`src/logic/exposure_gain_sync_pkg.sv`:
```
// Constants and register map of the exposure and gain register bank.
package exposure_gain_sync_pkg;
	// ****************************************
	// Register indices; byte address is four times the index.
	// ****************************************
	localparam logic [7:0] IDX_SHUTTER_CONTROL     = 8'hc0;
	localparam logic [7:0] IDX_ROW_TIMING          = 8'hc1;
	localparam logic [7:0] IDX_INTEGRATION_CONTROL = 8'hc2;
	localparam logic [7:0] IDX_DARK_ROWS           = 8'hc5;
	localparam logic [7:0] IDX_FILLER_ROWS         = 8'hc6;
	localparam logic [7:0] IDX_TIMEBASE_MULT       = 8'hc7;
	localparam logic [7:0] IDX_FRAME_OR_RESET      = 8'hc8;
	localparam logic [7:0] IDX_INTEGRATION_TIME    = 8'hc9;
	localparam logic [7:0] IDX_SECOND_SLOPE        = 8'hca;
	localparam logic [7:0] IDX_THIRD_SLOPE         = 8'hcb;
	localparam logic [7:0] IDX_ANALOG_GAIN         = 8'hcc;
	localparam logic [7:0] IDX_DIGITAL_GAIN        = 8'hcd;
	localparam logic [7:0] IDX_SYNC_CONTROL        = 8'hce;
	localparam logic [7:0] IDX_ACTIVE_STATUS       = 8'hcf;
	localparam int         NUM_REGS                = 16;
	localparam logic [7:0] IDX_BASE                = 8'hc0;
	// ****************************************
	// Reset values.
	// ****************************************
	localparam logic [15:0] RST_ZERO            = 16'h0000;
	localparam logic [15:0] RST_INTEG_CONTROL   = 16'h0004;
	localparam logic [15:0] RST_DARK_ROWS       = 16'h0102;
	localparam logic [15:0] RST_TIMEBASE_MULT   = 16'h0001;
	localparam logic [15:0] RST_ANALOG_GAIN     = 16'h01e2;
	localparam logic [15:0] RST_DIGITAL_GAIN    = 16'h0080;
	localparam logic [15:0] RST_SYNC_CONTROL    = 16'h033f;
	// ****************************************
	// Field positions.
	// ****************************************
	localparam int BIT_ROLLING_SHUTTER   = 1;
	localparam int BIT_DUAL_SLOPE        = 0;
	localparam int BIT_TRIPLE_SLOPE      = 1;
	localparam int BIT_PERIOD_INTERP     = 2;
	localparam int BIT_GAIN_LAT_COMP     = 13;
	localparam int BIT_SYNC_ROW_READOUT  = 0;
	localparam int BIT_SYNC_DARK_ROWS    = 1;
	localparam int BIT_SYNC_FILLER_ROWS  = 2;
	localparam int BIT_SYNC_INTEGRATION  = 3;
	localparam int BIT_SYNC_GAIN         = 4;
	localparam logic [15:0] MASK_SHUTTER     = 16'h7dff;
	localparam logic [15:0] MASK_ROW_TIMING  = 16'hffff;
	localparam logic [15:0] MASK_INTEG_CTRL  = 16'h0007;
	localparam logic [15:0] MASK_DARK_ROWS   = 16'h01ff;
	localparam logic [15:0] MASK_FILLER_ROWS = 16'h0fff;
	localparam logic [15:0] MASK_ANALOG_GAIN = 16'h21e3;
	localparam logic [15:0] MASK_DIGITAL     = 16'h0fff;
	localparam logic [15:0] MASK_SYNC        = 16'h073f;
	localparam logic [15:0] MASK_FULL        = 16'hffff;
	localparam logic [15:0] SYNC_FIELD       = 16'h001f;
endpackage : exposure_gain_sync_pkg

```
`src/logic/shadow_word.sv`:
```
// One synchronized parameter: shadow copy written by software, active copy used by the sequencer.
`timescale 1ns/1ps
module shadow_word (
	input  wire logic        clk_sys,
	input  wire logic        reset_n,
	input  wire logic [15:0] reset_value,
	input  wire logic        write_en,
	input  wire logic [15:0] write_data,
	input  wire logic        sync_en,
	input  wire logic        frame_start,
	output logic      [15:0] shadow_q,
	output logic      [15:0] active_q
);
	logic [15:0] shadow_r;
	logic [15:0] active_r;
	logic        pending_r;
	logic        written_r;
	logic        loaded_r;
	logic [15:0] shadow_cur;
	logic [15:0] shadow_nxt;
	logic        load_now;

	// Each copy shows the reset value until it is first written or loaded.
	assign shadow_cur = written_r ? shadow_r : reset_value;
	// A direct write bypasses the frame boundary; a pending one waits for it.
	assign shadow_nxt = write_en ? write_data : shadow_cur;
	assign load_now   = (write_en & ~sync_en) | (frame_start & (pending_r | write_en & sync_en));

	always_ff @(posedge clk_sys or negedge reset_n) begin
		if (!reset_n) begin
			shadow_r  <= 16'h0000;
			active_r  <= 16'h0000;
			pending_r <= 1'b0;
			written_r <= 1'b0;
			loaded_r  <= 1'b0;
		end else begin
			shadow_r  <= shadow_nxt;
			pending_r <= (write_en & sync_en & ~frame_start) | (pending_r & ~load_now);
			written_r <= written_r | write_en;
			loaded_r  <= loaded_r | load_now;
			if (load_now) begin
				active_r <= shadow_nxt;
			end
		end
	end

	assign shadow_q = shadow_cur;
	assign active_q = loaded_r ? active_r : reset_value;

	AST_DIRECT_WRITE: assert property (@(posedge clk_sys) disable iff (!reset_n)
		write_en && !sync_en |=> active_q == $past(write_data))
		else $error("Unsynchronized write did not reach the active copy.");
	AST_HOLD_UNTIL_FRAME: assert property (@(posedge clk_sys) disable iff (!reset_n)
		write_en && sync_en && !frame_start
		##1 !frame_start && !write_en |-> $stable(active_q) ##1 $stable(active_q))
		else $error("Synchronized value left the shadow before a frame start.");
	AST_FRAME_LOAD: assert property (@(posedge clk_sys) disable iff (!reset_n)
		write_en && sync_en && frame_start |=> active_q == $past(write_data))
		else $error("Frame start did not load the pending value.");
endmodule : shadow_word

```
`src/logic/exposure_gain_sync_regs.sv`:
```
// Exposure, gain and frame synchronization register bank with APB slave.
//
// Design decision made here: register access over APB.
`timescale 1ns/1ps
module exposure_gain_sync_regs (
	input  wire logic        CLK_SYS,
	input  wire logic        RESET_N,
	input  wire logic        PSEL,
	input  wire logic        PENABLE,
	input  wire logic        PWRITE,
	input  wire logic [11:0] PADDR,
	input  wire logic [31:0] PWDATA,
	output logic      [31:0] PRDATA,
	output logic             PREADY,
	output logic             PSLVERR,
	input  wire logic        FRAME_START,
	output logic             ROLLING_SHUTTER,
	output logic             PERIOD_IS_FRAME,
	output logic      [15:0] FRAME_OR_RESET_PERIOD,
	output logic      [15:0] TIMEBASE_MULT,
	output logic      [15:0] INTEGRATION_TIME,
	output logic             INTEGRATION_IN_LINES,
	output logic      [15:0] SECOND_SLOPE_TIME,
	output logic      [15:0] THIRD_SLOPE_TIME,
	output logic             TIMEBASE_TICK,
	output logic      [1:0]  ANALOG_GAIN_FIRST,
	output logic      [3:0]  ANALOG_GAIN_SECOND,
	output logic      [11:0] DIGITAL_GAIN_VALUE,
	output logic      [7:0]  ROLLING_ROW_READOUT_LENGTH,
	output logic      [7:0]  DARK_ROW_COUNT,
	output logic      [11:0] FILLER_ROW_COUNT
);
	import exposure_gain_sync_pkg::*;

	// ****************************************
	// Frame start pin synchronizer and edge detect.
	// ****************************************
	logic fs_meta_r;
	logic fs_sync_r;
	logic fs_prev_r;
	logic frame_start;
	always_ff @(posedge CLK_SYS or negedge RESET_N) begin
		if (!RESET_N) begin
			fs_meta_r <= 1'b0;
			fs_sync_r <= 1'b0;
			fs_prev_r <= 1'b0;
		end else begin
			fs_meta_r <= FRAME_START;
			fs_sync_r <= fs_meta_r;
			fs_prev_r <= fs_sync_r;
		end
	end
	assign frame_start = fs_sync_r & ~fs_prev_r;

	// ****************************************
	// APB decode. Zero wait states; unmapped or misaligned addresses answer with an error.
	// ****************************************
	function automatic logic hit(input logic [11:0] addr, input logic [7:0] idx);
		hit = (addr[11:2] == {2'b00, idx}) && (addr[1:0] == 2'b00);
	endfunction : hit

	logic        access;
	logic        wr_access;
	logic        mapped;
	logic [3:0]  reg_sel;
	assign access    = PSEL & PENABLE;
	assign mapped    = (PADDR[11:6] == {2'b00, IDX_BASE[7:4]}) && (PADDR[1:0] == 2'b00);
	assign reg_sel   = PADDR[5:2];
	assign wr_access = access & PWRITE & mapped;

	logic wr_shutter;
	logic wr_row_timing;
	logic wr_integ_ctrl;
	logic wr_dark;
	logic wr_filler;
	logic wr_mult;
	logic wr_period;
	logic wr_integ;
	logic wr_second;
	logic wr_third;
	logic wr_again;
	logic wr_dgain;
	logic wr_sync;
	assign wr_shutter    = wr_access & hit(PADDR, IDX_SHUTTER_CONTROL);
	assign wr_row_timing = wr_access & hit(PADDR, IDX_ROW_TIMING);
	assign wr_integ_ctrl = wr_access & hit(PADDR, IDX_INTEGRATION_CONTROL);
	assign wr_dark       = wr_access & hit(PADDR, IDX_DARK_ROWS);
	assign wr_filler     = wr_access & hit(PADDR, IDX_FILLER_ROWS);
	assign wr_mult       = wr_access & hit(PADDR, IDX_TIMEBASE_MULT);
	assign wr_period     = wr_access & hit(PADDR, IDX_FRAME_OR_RESET);
	assign wr_integ      = wr_access & hit(PADDR, IDX_INTEGRATION_TIME);
	assign wr_second     = wr_access & hit(PADDR, IDX_SECOND_SLOPE);
	assign wr_third      = wr_access & hit(PADDR, IDX_THIRD_SLOPE);
	assign wr_again      = wr_access & hit(PADDR, IDX_ANALOG_GAIN);
	assign wr_dgain      = wr_access & hit(PADDR, IDX_DIGITAL_GAIN);
	assign wr_sync       = wr_access & hit(PADDR, IDX_SYNC_CONTROL);

	// ****************************************
	// Plain control registers, active at once.
	// ****************************************
	logic [15:0] shutter_r;
	logic [15:0] integ_ctrl_r;
	logic [15:0] mult_r;
	logic [15:0] period_r;
	logic [15:0] sync_r;
	always_ff @(posedge CLK_SYS or negedge RESET_N) begin
		if (!RESET_N) begin
			shutter_r    <= RST_ZERO;
			integ_ctrl_r <= RST_INTEG_CONTROL;
			mult_r       <= RST_TIMEBASE_MULT;
			period_r     <= RST_ZERO;
			sync_r       <= RST_SYNC_CONTROL;
		end else begin
			if (wr_shutter)    shutter_r    <= PWDATA[15:0] & MASK_SHUTTER;
			if (wr_integ_ctrl) integ_ctrl_r <= PWDATA[15:0] & MASK_INTEG_CTRL;
			if (wr_mult)       mult_r       <= PWDATA[15:0];
			if (wr_period)     period_r     <= PWDATA[15:0];
			if (wr_sync)       sync_r       <= PWDATA[15:0] & MASK_SYNC;
		end
	end

	logic rolling;
	assign rolling = shutter_r[BIT_ROLLING_SHUTTER];

	// ****************************************
	// Synchronized parameters with shadow and active copies.
	// ****************************************
	logic [15:0] row_timing_sh;
	logic [15:0] row_timing_act;
	logic [15:0] dark_sh;
	logic [15:0] dark_act;
	logic [15:0] filler_sh;
	logic [15:0] filler_act;
	logic [15:0] integ_sh;
	logic [15:0] integ_act;
	logic [15:0] second_sh;
	logic [15:0] second_act;
	logic [15:0] third_sh;
	logic [15:0] third_act;
	logic [15:0] again_sh;
	logic [15:0] again_act;
	logic [15:0] dgain_sh;
	logic [15:0] dgain_act;

	shadow_word u_row_timing (
		.clk_sys (CLK_SYS), .reset_n (RESET_N), .reset_value (RST_ZERO),
		.write_en (wr_row_timing), .write_data (PWDATA[15:0] & MASK_ROW_TIMING),
		.sync_en (sync_r[BIT_SYNC_ROW_READOUT]), .frame_start (frame_start),
		.shadow_q (row_timing_sh), .active_q (row_timing_act)
	);
	shadow_word u_dark (
		.clk_sys (CLK_SYS), .reset_n (RESET_N), .reset_value (RST_DARK_ROWS),
		.write_en (wr_dark), .write_data (PWDATA[15:0] & MASK_DARK_ROWS),
		.sync_en (sync_r[BIT_SYNC_DARK_ROWS]), .frame_start (frame_start),
		.shadow_q (dark_sh), .active_q (dark_act)
	);
	shadow_word u_filler (
		.clk_sys (CLK_SYS), .reset_n (RESET_N), .reset_value (RST_ZERO),
		.write_en (wr_filler), .write_data (PWDATA[15:0] & MASK_FILLER_ROWS),
		.sync_en (sync_r[BIT_SYNC_FILLER_ROWS]), .frame_start (frame_start),
		.shadow_q (filler_sh), .active_q (filler_act)
	);
	shadow_word u_integ (
		.clk_sys (CLK_SYS), .reset_n (RESET_N), .reset_value (RST_ZERO),
		.write_en (wr_integ), .write_data (PWDATA[15:0]),
		.sync_en (sync_r[BIT_SYNC_INTEGRATION]), .frame_start (frame_start),
		.shadow_q (integ_sh), .active_q (integ_act)
	);
	shadow_word u_second (
		.clk_sys (CLK_SYS), .reset_n (RESET_N), .reset_value (RST_ZERO),
		.write_en (wr_second), .write_data (PWDATA[15:0]),
		.sync_en (sync_r[BIT_SYNC_INTEGRATION]), .frame_start (frame_start),
		.shadow_q (second_sh), .active_q (second_act)
	);
	shadow_word u_third (
		.clk_sys (CLK_SYS), .reset_n (RESET_N), .reset_value (RST_ZERO),
		.write_en (wr_third), .write_data (PWDATA[15:0]),
		.sync_en (sync_r[BIT_SYNC_INTEGRATION]), .frame_start (frame_start),
		.shadow_q (third_sh), .active_q (third_act)
	);
	shadow_word u_again (
		.clk_sys (CLK_SYS), .reset_n (RESET_N), .reset_value (RST_ANALOG_GAIN),
		.write_en (wr_again), .write_data (PWDATA[15:0] & MASK_ANALOG_GAIN),
		.sync_en (sync_r[BIT_SYNC_GAIN]), .frame_start (frame_start),
		.shadow_q (again_sh), .active_q (again_act)
	);
	shadow_word u_dgain (
		.clk_sys (CLK_SYS), .reset_n (RESET_N), .reset_value (RST_DIGITAL_GAIN),
		.write_en (wr_dgain), .write_data (PWDATA[15:0] & MASK_DIGITAL),
		.sync_en (sync_r[BIT_SYNC_GAIN]), .frame_start (frame_start),
		.shadow_q (dgain_sh), .active_q (dgain_act)
	);

	// ****************************************
	// Gain latency compensation: one extra frame stage for gain.
	// ****************************************
	logic [15:0] again_late_r;
	logic [15:0] dgain_late_r;
	logic        lat_comp;
	logic [15:0] again_use;
	logic [15:0] dgain_use;
	assign lat_comp = again_act[BIT_GAIN_LAT_COMP];
	always_ff @(posedge CLK_SYS or negedge RESET_N) begin
		if (!RESET_N) begin
			again_late_r <= RST_ANALOG_GAIN;
			dgain_late_r <= RST_DIGITAL_GAIN;
		end else if (frame_start) begin
			again_late_r <= again_act;
			dgain_late_r <= dgain_act;
		end
	end
	assign again_use = lat_comp ? again_late_r : again_act;
	assign dgain_use = lat_comp ? dgain_late_r : dgain_act;

	// ****************************************
	// Timebase tick: one pulse every TIMEBASE_MULT system clocks in global shutter; no pulses in rolling shutter.
	// ****************************************
	logic [15:0] tb_count_r;
	logic        tb_wrap;
	assign tb_wrap = (tb_count_r + 16'h0001 >= mult_r);
	always_ff @(posedge CLK_SYS or negedge RESET_N) begin
		if (!RESET_N) begin
			tb_count_r <= RST_ZERO;
		end else begin
			tb_count_r <= tb_wrap ? RST_ZERO : tb_count_r + 16'h0001;
		end
	end

	// ****************************************
	// Read mux.
	// ****************************************
	logic [15:0] status_word;
	logic [15:0] rd_word;
	assign status_word = {11'h000, again_use[BIT_GAIN_LAT_COMP], rolling, integ_ctrl_r[2:0]};
	always_comb begin
		unique case (reg_sel)
			4'h0:    rd_word = shutter_r;
			4'h1:    rd_word = row_timing_sh;
			4'h2:    rd_word = integ_ctrl_r;
			4'h5:    rd_word = dark_sh;
			4'h6:    rd_word = filler_sh;
			4'h7:    rd_word = mult_r;
			4'h8:    rd_word = period_r;
			4'h9:    rd_word = integ_sh;
			4'ha:    rd_word = second_sh;
			4'hb:    rd_word = third_sh;
			4'hc:    rd_word = again_sh;
			4'hd:    rd_word = dgain_sh;
			4'he:    rd_word = sync_r;
			4'hf:    rd_word = status_word;
			default: rd_word = RST_ZERO;
		endcase
	end
	logic hole;
	assign hole = (reg_sel == 4'h3) || (reg_sel == 4'h4);

	// ****************************************
	// Registered outputs.
	// ****************************************
	always_ff @(posedge CLK_SYS or negedge RESET_N) begin
		if (!RESET_N) begin
			PRDATA  <= 32'h0000_0000;
			PREADY  <= 1'b0;
			PSLVERR <= 1'b0;
		end else begin
			PREADY  <= PSEL & ~PENABLE;
			PSLVERR <= PSEL & ~PENABLE & (~mapped | hole);
			PRDATA  <= {16'h0000, (mapped & ~hole) ? rd_word : RST_ZERO};
		end
	end

	always_ff @(posedge CLK_SYS or negedge RESET_N) begin
		if (!RESET_N) begin
			ROLLING_SHUTTER            <= 1'b0;
			PERIOD_IS_FRAME            <= 1'b1;
			FRAME_OR_RESET_PERIOD      <= RST_ZERO;
			TIMEBASE_MULT              <= RST_TIMEBASE_MULT;
			INTEGRATION_TIME           <= RST_ZERO;
			INTEGRATION_IN_LINES       <= 1'b0;
			SECOND_SLOPE_TIME          <= RST_ZERO;
			THIRD_SLOPE_TIME           <= RST_ZERO;
			TIMEBASE_TICK              <= 1'b0;
			ANALOG_GAIN_FIRST          <= RST_ANALOG_GAIN[1:0];
			ANALOG_GAIN_SECOND         <= RST_ANALOG_GAIN[8:5];
			DIGITAL_GAIN_VALUE         <= RST_DIGITAL_GAIN[11:0];
			ROLLING_ROW_READOUT_LENGTH <= RST_ZERO[7:0];
			DARK_ROW_COUNT             <= RST_DARK_ROWS[7:0];
			FILLER_ROW_COUNT           <= RST_ZERO[11:0];
		end else begin
			ROLLING_SHUTTER            <= rolling;
			PERIOD_IS_FRAME            <= integ_ctrl_r[BIT_PERIOD_INTERP];
			// Period only matters in global shutter; rolling forces it to zero.
			FRAME_OR_RESET_PERIOD      <= rolling ? RST_ZERO : period_r;
			TIMEBASE_MULT              <= mult_r;
			INTEGRATION_TIME           <= integ_act;
			INTEGRATION_IN_LINES       <= rolling;
			SECOND_SLOPE_TIME          <= (rolling || !integ_ctrl_r[BIT_DUAL_SLOPE])
				? RST_ZERO : second_act;
			THIRD_SLOPE_TIME           <= (rolling || !integ_ctrl_r[BIT_TRIPLE_SLOPE])
				? RST_ZERO : third_act;
			TIMEBASE_TICK              <= tb_wrap & ~rolling;
			ANALOG_GAIN_FIRST          <= again_use[1:0];
			ANALOG_GAIN_SECOND         <= again_use[8:5];
			DIGITAL_GAIN_VALUE         <= dgain_use[11:0];
			ROLLING_ROW_READOUT_LENGTH <= row_timing_act[7:0];
			DARK_ROW_COUNT             <= dark_act[7:0];
			FILLER_ROW_COUNT           <= filler_act[11:0];
		end
	end

	// ****************************************
	// Checks.
	// ****************************************
	AST_SLOPE_IGNORED_ROLLING: assert property (@(posedge CLK_SYS) disable iff (!RESET_N)
		rolling |=> SECOND_SLOPE_TIME == 16'h0000 && THIRD_SLOPE_TIME == 16'h0000)
		else $error("Slope times leaked out in rolling shutter.");
	AST_THIRD_GLOBAL: assert property (@(posedge CLK_SYS) disable iff (!RESET_N)
		!rolling && integ_ctrl_r[BIT_TRIPLE_SLOPE] |=> THIRD_SLOPE_TIME == $past(third_act))
		else $error("Third slope time not passed in global shutter.");
	AST_LINES_UNIT: assert property (@(posedge CLK_SYS) disable iff (!RESET_N)
		##1 INTEGRATION_IN_LINES == $past(shutter_r[BIT_ROLLING_SHUTTER]))
		else $error("Integration unit does not follow shutter mode.");
	AST_PERIOD_MODE: assert property (@(posedge CLK_SYS) disable iff (!RESET_N)
		##1 PERIOD_IS_FRAME == $past(integ_ctrl_r[2]))
		else $error("Period interpretation does not follow its bit.");
	AST_TICK_SPACING: assert property (@(posedge CLK_SYS) disable iff (!RESET_N)
		tb_wrap && mult_r == 16'h0003 && $stable(mult_r) ##1 $stable(mult_r) |->
		!tb_wrap ##1 !tb_wrap)
		else $error("Timebase tick spacing wrong.");
	AST_GAIN_LATE: assert property (@(posedge CLK_SYS) disable iff (!RESET_N)
		lat_comp && !frame_start && !wr_again |=> again_use == $past(again_use))
		else $error("Compensated gain changed outside a frame start.");
	AST_ROW_DIRECT: assert property (@(posedge CLK_SYS) disable iff (!RESET_N)
		wr_row_timing && !sync_r[0] |=> ##1 ROLLING_ROW_READOUT_LENGTH == $past(PWDATA[7:0], 2))
		else $error("Unsynchronized row readout write not applied.");
	AST_DARK_SYNC: assert property (@(posedge CLK_SYS) disable iff (!RESET_N)
		wr_dark && sync_r[1] && frame_start |=> ##1 DARK_ROW_COUNT == $past(PWDATA[7:0], 2))
		else $error("Dark row count not applied at frame start.");
	AST_FILLER_HOLD: assert property (@(posedge CLK_SYS) disable iff (!RESET_N)
		sync_r[2] && !frame_start && !wr_filler |=> $stable(filler_act))
		else $error("Filler row count changed between frames.");
	AST_INTEG_SYNC: assert property (@(posedge CLK_SYS) disable iff (!RESET_N)
		sync_r[3] && !frame_start && !wr_integ |=> $stable(integ_act))
		else $error("Integration time changed between frames.");
	AST_GAIN_SYNC: assert property (@(posedge CLK_SYS) disable iff (!RESET_N)
		sync_r[4] && !frame_start && !wr_dgain |=> $stable(dgain_act))
		else $error("Digital gain changed between frames.");
	AST_PREADY_ONE: assert property (@(posedge CLK_SYS) disable iff (!RESET_N)
		PSEL && !PENABLE |=> PREADY)
		else $error("Slave did not answer in the access cycle.");
	COV_SYNC_WRITE: cover property (@(posedge CLK_SYS) disable iff (!RESET_N)
		wr_integ && sync_r[3] ##[1:50] frame_start);
	COV_DIRECT_WRITE: cover property (@(posedge CLK_SYS) disable iff (!RESET_N)
		wr_again && !sync_r[4]);
	COV_LAT_COMP: cover property (@(posedge CLK_SYS) disable iff (!RESET_N)
		lat_comp && frame_start);
	COV_ERROR: cover property (@(posedge CLK_SYS) disable iff (!RESET_N) PSLVERR && PREADY);
endmodule : exposure_gain_sync_regs

```
`config.mk`:
```
export PLATFORM = sky130hd
export DESIGN_NAME = exposure_gain_sync_regs
export DESIGN_NICKNAME = d
export VERILOG_FILES = /design/src/logic/exposure_gain_sync_pkg.sv /design/src/logic/shadow_word.sv /design/src/logic/exposure_gain_sync_regs.sv
export SDC_FILE = /design/constraint.sdc
export NUM_CORES = 1
export LEC_CHECK = 0
export BUFFER_PORTS_ARGS = -buffer_cell sky130_fd_sc_hd__buf_2
export CAP_MARGIN = 5
export CORE_AREA = 2 2 268 270
export CTS_BUF_LIST = sky130_fd_sc_hd__clkbuf_8
export DETAILED_ROUTE_END_ITERATION = 8
export DIE_AREA = 0 0 270 272
export PLACE_DENSITY_LB_ADDON = 0.08
export SYNTH_ARGS = -nofsm -noshare
export SYNTH_HDL_FRONTEND = slang
export SYNTH_SLANG_ARGS = --single-unit
```
`constraint.sdc`:
```
create_clock -name CLK_SYS -period 4.1 [get_ports CLK_SYS]
set_clock_uncertainty 0.1 [all_clocks]
set_input_delay 0.82 -clock CLK_SYS [delete_from_list [all_inputs] [get_ports CLK_SYS]]
set_output_delay 0.82 -clock CLK_SYS [all_outputs]
set_load 0.01 [all_outputs]
```
Word-level counts from Yosys, hierarchy flattened:

Index checks and enable logic that the tools add are counted.

* div/mod/pow operators: 0
* bitwise operators: 121
* $add $sub $neg: 1
* reductions and logical operators: 21
* shifts and indexed selects: 0
* multiplexer cells: 32
* equal/unequal tests: 29
* $lt $le $gt $ge: 1
* multiply operators: 0

Operator list (number)
* 16-bit 2-to-1 mux: 24
* 16-bit one-hot mux with 14 select lines: 1
* 10-bit by 8-bit == test with 1-bit output (second input constant): 13
* 1-bit bitwise AND: 61
* 1-bit bitwise OR: 41
* 12-bit 2-to-1 mux: 3
* 4-bit == test (second input constant): 8
* 14-bit 2-to-1 mux: 2
* 1-bit NOT: 19
* 16-bit by 1-bit adder with 16-bit output (second input constant): 1
* 4-bit by 3-bit == test with 1-bit output (second input constant): 4
* 16-bit greater-or-equal comparator: 1
* 8-bit 2-to-1 mux: 2
* 1-bit logical AND: 14
* 4-bit by 2-bit == test with 1-bit output (second input constant): 2
* 6-bit by 4-bit == test with 1-bit output (second input constant): 1
* 4-bit by 1-bit == test with 1-bit output (second input constant): 1
* 4-bit zero test: 1
* 1-bit logical OR: 3
* 1-bit zero test: 2
* 2-bit zero test: 1

* input bits: 50
* output and inout bits: 164
* memory bits (writable): 0
* memories: 0
* bits in latches: 0
* bits in registers: 504
* ROM bits: 0
* word-level logic and storage cells: 273

Depth between registers and ports, before layout:

Gate-level depths: netlist of the first run.

* word-level depth: 11
* mapped depth: 11

Modules after synthesis:

From an unflattened synthesis of the first run, not the netlist that was laid out.

* cells, all modules: 1910
* area, all modules: 25597.0 sq um

By module, submodules not included
* shadow_word: times used 8, seq. area each 875.8 sq um, cells each 133, area an instance 1894.3 sq um
* exposure_gain_sync_regs: times used 1, seq. area each 6112.1 sq um, cells each 846, area an instance 10442.5 sq um

Worst setup path before layout of the first run:

OpenSTA, ideal clock, no wires.

* kind: register -> register
* start point: register tb_count_r[2]
* end point: register TIMEBASE_TICK
* required time: 3926 ps
* period minus slack after synthesis: 2943 ps
* path buffers: 1
* arrival time: 2770 ps
* cell stages (with the launch flop): 12
* slack: 1157 ps
* path through: dfrtp_1 -> and4_1 -> nand4_2 -> or3_1 -> xnor2_1 -> ha_1 -> nand4_1 -> nor2_1 -> o2111ai_1 -> o211ai_1 -> clkbuf_1 -> nor2b_1

* word-level cells in the longest chain between the ends: 3

Ends and longest elaborated chain
* start, declared: line exposure_gain_sync_regs.sv:218 `logic [15:0] tb_count_r;`
* start signal, assigned: line exposure_gain_sync_regs.sv:225 `tb_count_r <= tb_wrap ? RST_ZERO : tb_count_r + 16'h0001;`
* 16-bit by 1-bit adder with 16-bit output: line exposure_gain_sync_regs.sv:220 `assign tb_wrap = (tb_count_r + 16'h0001 >= mult_r);`
* 16-bit greater-or-equal comparator: line exposure_gain_sync_regs.sv:220
* 1-bit bitwise AND: line exposure_gain_sync_regs.sv:301 `TIMEBASE_TICK <= tb_wrap & ~rolling;`
* end signal, assigned: line exposure_gain_sync_regs.sv:301
* end, declared: line exposure_gain_sync_regs.sv:25 `output logic TIMEBASE_TICK,`

Every way passes these cells.
A chain may end at the register's enable or synchronous reset.

Final worst setup path of the first run:

Ends and elaborated chain as after synthesis.

==> results of run 1 <==
-- flip-flops by register name, summed over array words and instances, names as in the netlist, 16 cells and up --
register,flops
FRAME_OR_RESET_PERIOD,16
INTEGRATION_TIME,16
PRDATA,16
SECOND_SLOPE_TIME,16
THIRD_SLOPE_TIME,16
TIMEBASE_MULT,16
mult_r,16
period_r,16
tb_count_r,16
u_again.shadow_r,16
u_dark.shadow_r,16
u_dgain.shadow_r,16
u_filler.shadow_r,16
u_integ.active_r,16
u_integ.shadow_r,16
u_row_timing.shadow_r,16
u_second.active_r,16
u_second.shadow_r,16
u_third.active_r,16
u_third.shadow_r,16
-- cell type report --
type	count	share of cell area (%)
antenna	4	0.0407
tap	950	4.83
sequential	490	49.9
clock buffer	113	6.32
clock inverter	53	1.13
multi-input combinational	1306	31.5
inverter	23	0.351
timing repair buffer	243	5.91
-- worst register-to-register path: stages (launching register included) --
cell and delay, ps:
dfrtp_1 420, and4_1 310, nand4_2 210, or3_1 430
xnor2_1 160, ha_1 290, nand4_1 140, nor2_1 150
o2111ai_1 130, o211ai_1 170, buf_4 270, nor2b_1 180
-- power groups by stage --
| stage | Combinational, mW | Clock, mW | Sequential [mW] |
|---|---|---|---|
| 2_1_floorplan | 0.175 | 0 | 5.00 |
| 3_3_place_gp | 0.440 | 0 | 4.99 |
| 3_5_place_dp | 0.444 | 0 | 4.99 |
| 4_1_cts | 0.445 | 4.91 | 4.91 |
| 5_1_grt | 0.478 | 5.14 | 4.91 |
| 6_report | 0.435 | 4.75 | 4.91 |
-- final timing paths --
check | start | end | slack, ps | cells past startpoint
worst max-delay path | tb_count_r[2]$_DFF_PN0_ | TIMEBASE_TICK$_DFF_PN0_ | 1070 | 11
worst min-delay path | RESET_N | dgain_late_r[8]$_DFFE_PN0P_ | 40 | 1
worst max register to register | tb_count_r[2]$_DFF_PN0_ | TIMEBASE_TICK$_DFF_PN0_ | 1070 | 11
worst min register to register | fs_meta_r$_DFF_PN0_ | fs_sync_r$_DFF_PN0_ | 260 | 0
max in group asynchronous | RESET_N | THIRD_SLOPE_TIME[6]$_DFF_PN0_ | 2860 | 2
min in group CLK_SYS | FRAME_START | fs_meta_r$_DFF_PN0_ | 140 | 1
-- placed cells by master (no fill, tap or decap), types with 10 or more instances in the layout --
cell,n
ha_1,17
nand3_1,25
dfstp_2,25
conb_1,16
nor2b_1,42
nand2b_1,14
mux2_4,10
mux2_2,37
dfrtp_1,465
buf_2,180
o21ai_0,132
a31oi_1,92
o21ai_1,10
a21oi_1,56
o22ai_1,44
buf_4,56
xnor2_1,10
nor2_1,164
o22a_1,79
and2_1,90
nand2_1,304
clkbuf_8,113
mux2_1,11
inv_1,61
-- metrics by stage --
step / util (%) / hold slack, ps
2_1_floorplan: - / 231
3_3_place_gp: 32.2 / 243
3_5_place_dp: 32.2 / 245
4_1_cts: 34.8 / 27.1
5_1_grt: 34.8 / 67.0
6_report: 34.8 / 39.3
-- cell usage after synthesis, drive strengths merged, types with 14 or more instances --
library cell	instances
dfrtp	465
o22a	79
o22ai	44
inv	23
nand3	26
nand2b	14
and2	91
ha	17
a21oi	63
o21ai	142
nand4	15
a31oi	92
dfstp	25
clkbuf	84
nor2b	43
nor2	166
buf	92
mux2	58
nand2	309
-- cells by family after synthesis --
group                    synth area share (%)
adder cells (fa/ha/maj)                  1.01
flip-flops                               58.7
AND/OR/NAND/NOR                          17.1
AO/OA/AOI/OAI                            14.4
multiplexers                             3.63
XOR/XNOR                                0.585
buffers and inverters                    4.66
other                                  0.0179
-- layer usage --
metal  vias up  share of wire (%)  GRT usage (%)
li1       7213                  -              -
met1      7898                 46           27.5
met2       485                 46           31.0
met3       119                5.1           3.44
met4         2                2.5           6.42
met5         -              0.022              0
==> flow_summary.json, run 1 <==
{
  "fin_crit_ps": 3030,
  "required_ps": 4610,
  "multi_input_area_sq_um": 7750,
  "fin_nets": 2224,
  "clkSinkCount": 490,
  "setup-tns-final_ps": 0,
  "portBuffers": 181,
  "synthFlopType": "dfrtp_1",
  "post-route-period-util_pct": 74.0,
  "p_switching_mw": 2.51,
  "grt_max_degree": 82,
  "grt_usage_pct": 19.7,
  "path_cells": "and4_1 > nand4_2 > or3_1 > xnor2_1 > ha_1 > nand4_1 > nor2_1 > o2111ai_1 > o211ai_1 > buf_4 > nor2b_1",
  "drv_slew": 0,
  "fmax_ghz": 0.330,
  "synth_edf_count": 0,
  "htreeDepth": 3,
  "die_h_um": 272,
  "grt.overflow.total": 0,
  "synthCells": 1980,
  "tightest_slew_ps": 1170,
  "rsz0062_at_grt": "false",
  "p_comb_share_pct": 4.3,
  "setup_ws_ps": 1070,
  "pwr-share-seq_pct": 48.6,
  "final-seq-area_sq_um": 12300,
  "drt-initial-drc-count": 1345,
  "numCtsBuffers": 93,
  "p_sw_share_pct": 24.8,
  "instances_no_fill": 3182,
  "slew_headroom_pct": 22.2,
  "cts_resized": 0,
  "core_sq_um": 70800,
  "antenna_found_initial": 7,
  "wl_per_cell_um": 22.8,
  "drc": 0,
  "area_growth_syn_to_layout_pct": 17.5,
  "dieArea_sq_um": 73400,
  "synth_top_area_share_pct": 55.5,
  "leakagePower_nw": 10.9,
  "setup_viol": 0,
  "slowest_delay_ps": 430,
  "crit_slowest_cell": "or3_1",
  "start_util_pct": 29.6,
  "drv_cap": 0,
  "grt_pass1_vias": 15700,
  "worst_skew_pair.late_latency_ps": 710,
  "hp-class": "input port to async pin",
  "placed_area_sq_um": 22800,
  "holdBufCountCts": 0,
  "ys_types": 71,
  "cp.buffers_inverters": 1,
  "p_clk_share_pct": 47.0,
  "synth_seq_cells": 490,
  "clkTransAtPathRegs_ps": 60,
  "viasPerCell": 4.94,
  "seq_area_frac_synth_pct": 58.7,
  "place_congestion": 0.908,
  "finish.instance_area_sq_um": 24600,
  "hold_viol": 0,
  "cts_buffer_depth": 3,
  "cts-root-buf": "clkbuf_8",
  "rows": 98,
  "grt_pass1_wl_um": 107000,
  "synth.cell_area_sq_um": 21000,
  "crit_path_end_kind": "register",
  "dr.pass1.iters": 5,
  "placedCellCount": 3012,
  "fillers": 7159,
  "pin_count": 214,
  "post_cts_buffers": 0,
  "wirelength_um": 72400,
  "path_max_fanout": 17,
  "total_power_mw": 10.1,
  "place_ws_ps": 656,
  "drive_gt1_share_pct": 21.9,
  "vias": 15700,
  "ant_nets": 0,
  "cp_top_family": "simple AND/OR/NAND/NOR gates",
  "ir_drop_v": 0.000197,
  "internal_power_mw": 7.59,
  "ys_warn_count": 0,
  "start_kind": "register",
  "status": "finished clean",
  "power.density_nw_per_um2": 410,
  "dpl.hpwl_um": 49000,
  "netlist_top_cells_area": "dfrtp_1, nand2_1, o22a_1",
  "syn_avg_cell_area_sq_um": 10.6,
  "crit_type": "register to register",
  "cts_tree": "yes",
  "die_w_um": 270,
  "cp.arrival_ps": 3550,
  "synth_top_area_cell": "dfrtp_1",
  "async_flop_share_pct": 100
}
Note: power is estimated with default switching activity, not from simulation.
==> run 2, diff against run 1 <==
clock period = 2.75 ns   (was 4.1 ns; I/O delays follow)
==> run 2 against run 1 <==
  * The run now ends with negative setup slack left
  * Via count is 2.2% higher
  * Critical path depth is 1 higher
  * Final area is 4.5% higher
  * Register-to-register slack worse by 1100 ps
  * Clock power is 53% higher
  * Non-clock buffer count is 111 higher
  * Largest cell class unchanged
==> flow_summary.json, run 2 (synthesis gave the netlist of run 1 again) <==
{
  "drc": 0,
  "tightest_slew_ps": 808,
  "start_util_pct": 29.6,
  "finish.instance_area_sq_um": 25700,
  "pwr-share-seq_pct": 47.8,
  "rsz0062_at_grt": "true",
  "dr.pass1.iters": 5,
  "slowest_delay_ps": 400,
  "rows": 98,
  "timing.hold.ws_ps": 160,
  "crit_type": "register to register",
  "fin_nets": 2331,
  "pin_count": 214,
  "clkSinkCount": 490,
  "final_cell_mix": "dfrtp_1, nand2_1, buf_2",
  "place_ws_ps": -73.7,
  "area_growth_syn_to_layout_pct": 22.7,
  "grt_usage_pct": 20.1,
  "dpl.hpwl_um": 51100,
  "cp.buffers_inverters": 2,
  "final_core_util_pct": 36.4,
  "slew_headroom_pct": 46.0,
  "hold_viol": 0,
  "cp.arrival_ps": 3220,
  "internal_power_mw": 11.6,
  "placedCellCount": 3112,
  "portBuffers": 181,
  "cts-root-buf": "clkbuf_8",
  "htreeDepth": 3,
  "hp-class": "input port to register",
  "die_h_um": 272,
  "grt.overflow.total": 0,
  "path_cells": "and4_4 > nand4_4 > or3_4 > xnor2_2 > ha_1 > buf_4 > o21ai_0 > nor2_1 > nor3_1 > o211ai_1 > buf_4 > nor2b_1",
  "grt_pass1_vias": 16400,
  "antenna_found_initial": 3,
  "p_clk_share_pct": 47.6,
  "leakagePower_nw": 11.5,
  "wl_per_cell_um": 22.3,
  "placed_area_sq_um": 23700,
  "setup-tns-final_ps": -10.6,
  "vias": 16100,
  "fillers": 7193,
  "p_sw_share_pct": 24.3,
  "setup_viol": 1,
  "path_max_fanout": 6,
  "power.density_nw_per_um2": 596,
  "drv_slew": 0,
  "cp_top_family": "simple AND/OR/NAND/NOR gates",
  "setup_ws_ps": -10.6,
  "ant_nets": 0,
  "worst_skew_pair.late_latency_ps": 690,
  "fmax_ghz": 0.362,
  "post-route-period-util_pct": 100,
  "drt-initial-drc-count": 1386,
  "crit_slowest_cell": "or3_4",
  "start_kind": "register",
  "final_common_cell": "dfrtp_1",
  "viasPerCell": 4.88,
  "crit_path_end_kind": "register",
  "die_w_um": 270,
  "violations": "negative setup slack",
  "drive_gt1_share_pct": 26.2,
  "status": "finished, violations left",
  "drv_cap": 0,
  "p_comb_share_pct": 4.6,
  "grt_max_degree": 107,
  "p_switching_mw": 3.73,
  "fin_crit_ps": 2760,
  "instances_no_fill": 3290,
  "wirelength_um": 73300,
  "place_congestion": 0.870,
  "clkTransAtPathRegs_ps": 60,
  "required_ps": 3210,
  "dieArea_sq_um": 73400,
  "cts_buffer_depth": 3,
  "ir_drop_v": 0.000275,
  "cpMostUsedCell": "buf_4",
  "total_power_mw": 15.3,
  "cts_tree": "yes",
  "rrSetupSlack_ps": -10,
  "core_sq_um": 70800,
  "numCtsBuffers": 89,
  "grt_pass1_wl_um": 110000
}
## run 2: cell count changes in the layout (fill, tap and decap cells not counted), sizes merged
| cell | before | now |
|---|---|---|
| buf | 243 | 350 |
| bufinv | 2 | 3 |
| diode | 4 | 3 |
| clkbuf | 113 | 118 |
| dlygate4sd3 | 0 | 4 |
| clkinv | 9 | 14 |
| inv | 62 | 49 |
## run 2: power groups by stage
stage | Sequential (mW) | Clock (mW) | Combinational, mW
2_1_floorplan | 7.45 | 0 | 0.265
3_3_place_gp | 7.44 | 0 | 0.700
3_5_place_dp | 7.45 | 0 | 0.706
4_1_cts | 7.32 | 7.57 | 0.725
5_1_grt | 7.32 | 7.93 | 0.782
6_report | 7.32 | 7.29 | 0.710
## run 2: layer usage
metal / GRT usage, % / wire (um) / vias up
li1: - / - / 7434
met1: 28.1 / 34200 / 8106
met2: 32.2 / 34400 / 438
met3: 3.09 / 3460 / 87
met4: 5.57 / 1320 / 4
met5: 0 / 24 / -
## run 2: path summary, 6_finish.rpt
| kind | from | endpoint | depth (start not counted) |
|---|---|---|---|
| setup / recovery | tb_count_r[5]$_DFF_PN0_ | TIMEBASE_TICK$_DFF_PN0_ | 12 |
| hold / removal | PSEL | PSLVERR$_DFF_PN0_ | 3 |
| setup reg to reg | tb_count_r[5]$_DFF_PN0_ | TIMEBASE_TICK$_DFF_PN0_ | 12 |
| hold reg to reg | fs_meta_r$_DFF_PN0_ | fs_sync_r$_DFF_PN0_ | 0 |
| max in group asynchronous | RESET_N | u_integ.active_r[14]$_DFFE_PN0P_ | 3 |
| min in group asynchronous | RESET_N | u_dgain.shadow_r[9]$_DFF_PN0_ | 2 |
## run 2: final cells by class
cell class	instances	area (sq um)	area share, %
multi-input combinational	1306	7790	30.3
antenna	3	7.51	0.0292
inverter	23	86.3	0.336
clock inverter	46	280	1.09
tap	950	1190	4.62
clock buffer	118	1620	6.31
timing repair buffer	354	2450	9.52
sequential	490	12300	47.8
## run 2: timing repair
item / 4_1_cts / 5_1_grt
pin swaps: 4 / 6
endpoints found under the hold margin: 234 / 0
setup buffers: 3 / 3
hold buffers: 4 / 0
gates resized for setup: 3 / 6
gates cloned: 1 / 0
endpoints found under the setup margin: 1 / 17
## run 2: worst reg2reg max path, stage by stage (launching register included)
cell	delay, ps
dfrtp_1	350
and4_4	260
nand4_4	100
or3_4	400
xnor2_2	180
ha_1	260
buf_4	140
o21ai_0	80
nor2_1	70
nor3_1	190
o211ai_1	180
buf_4	210
nor2b_1	130
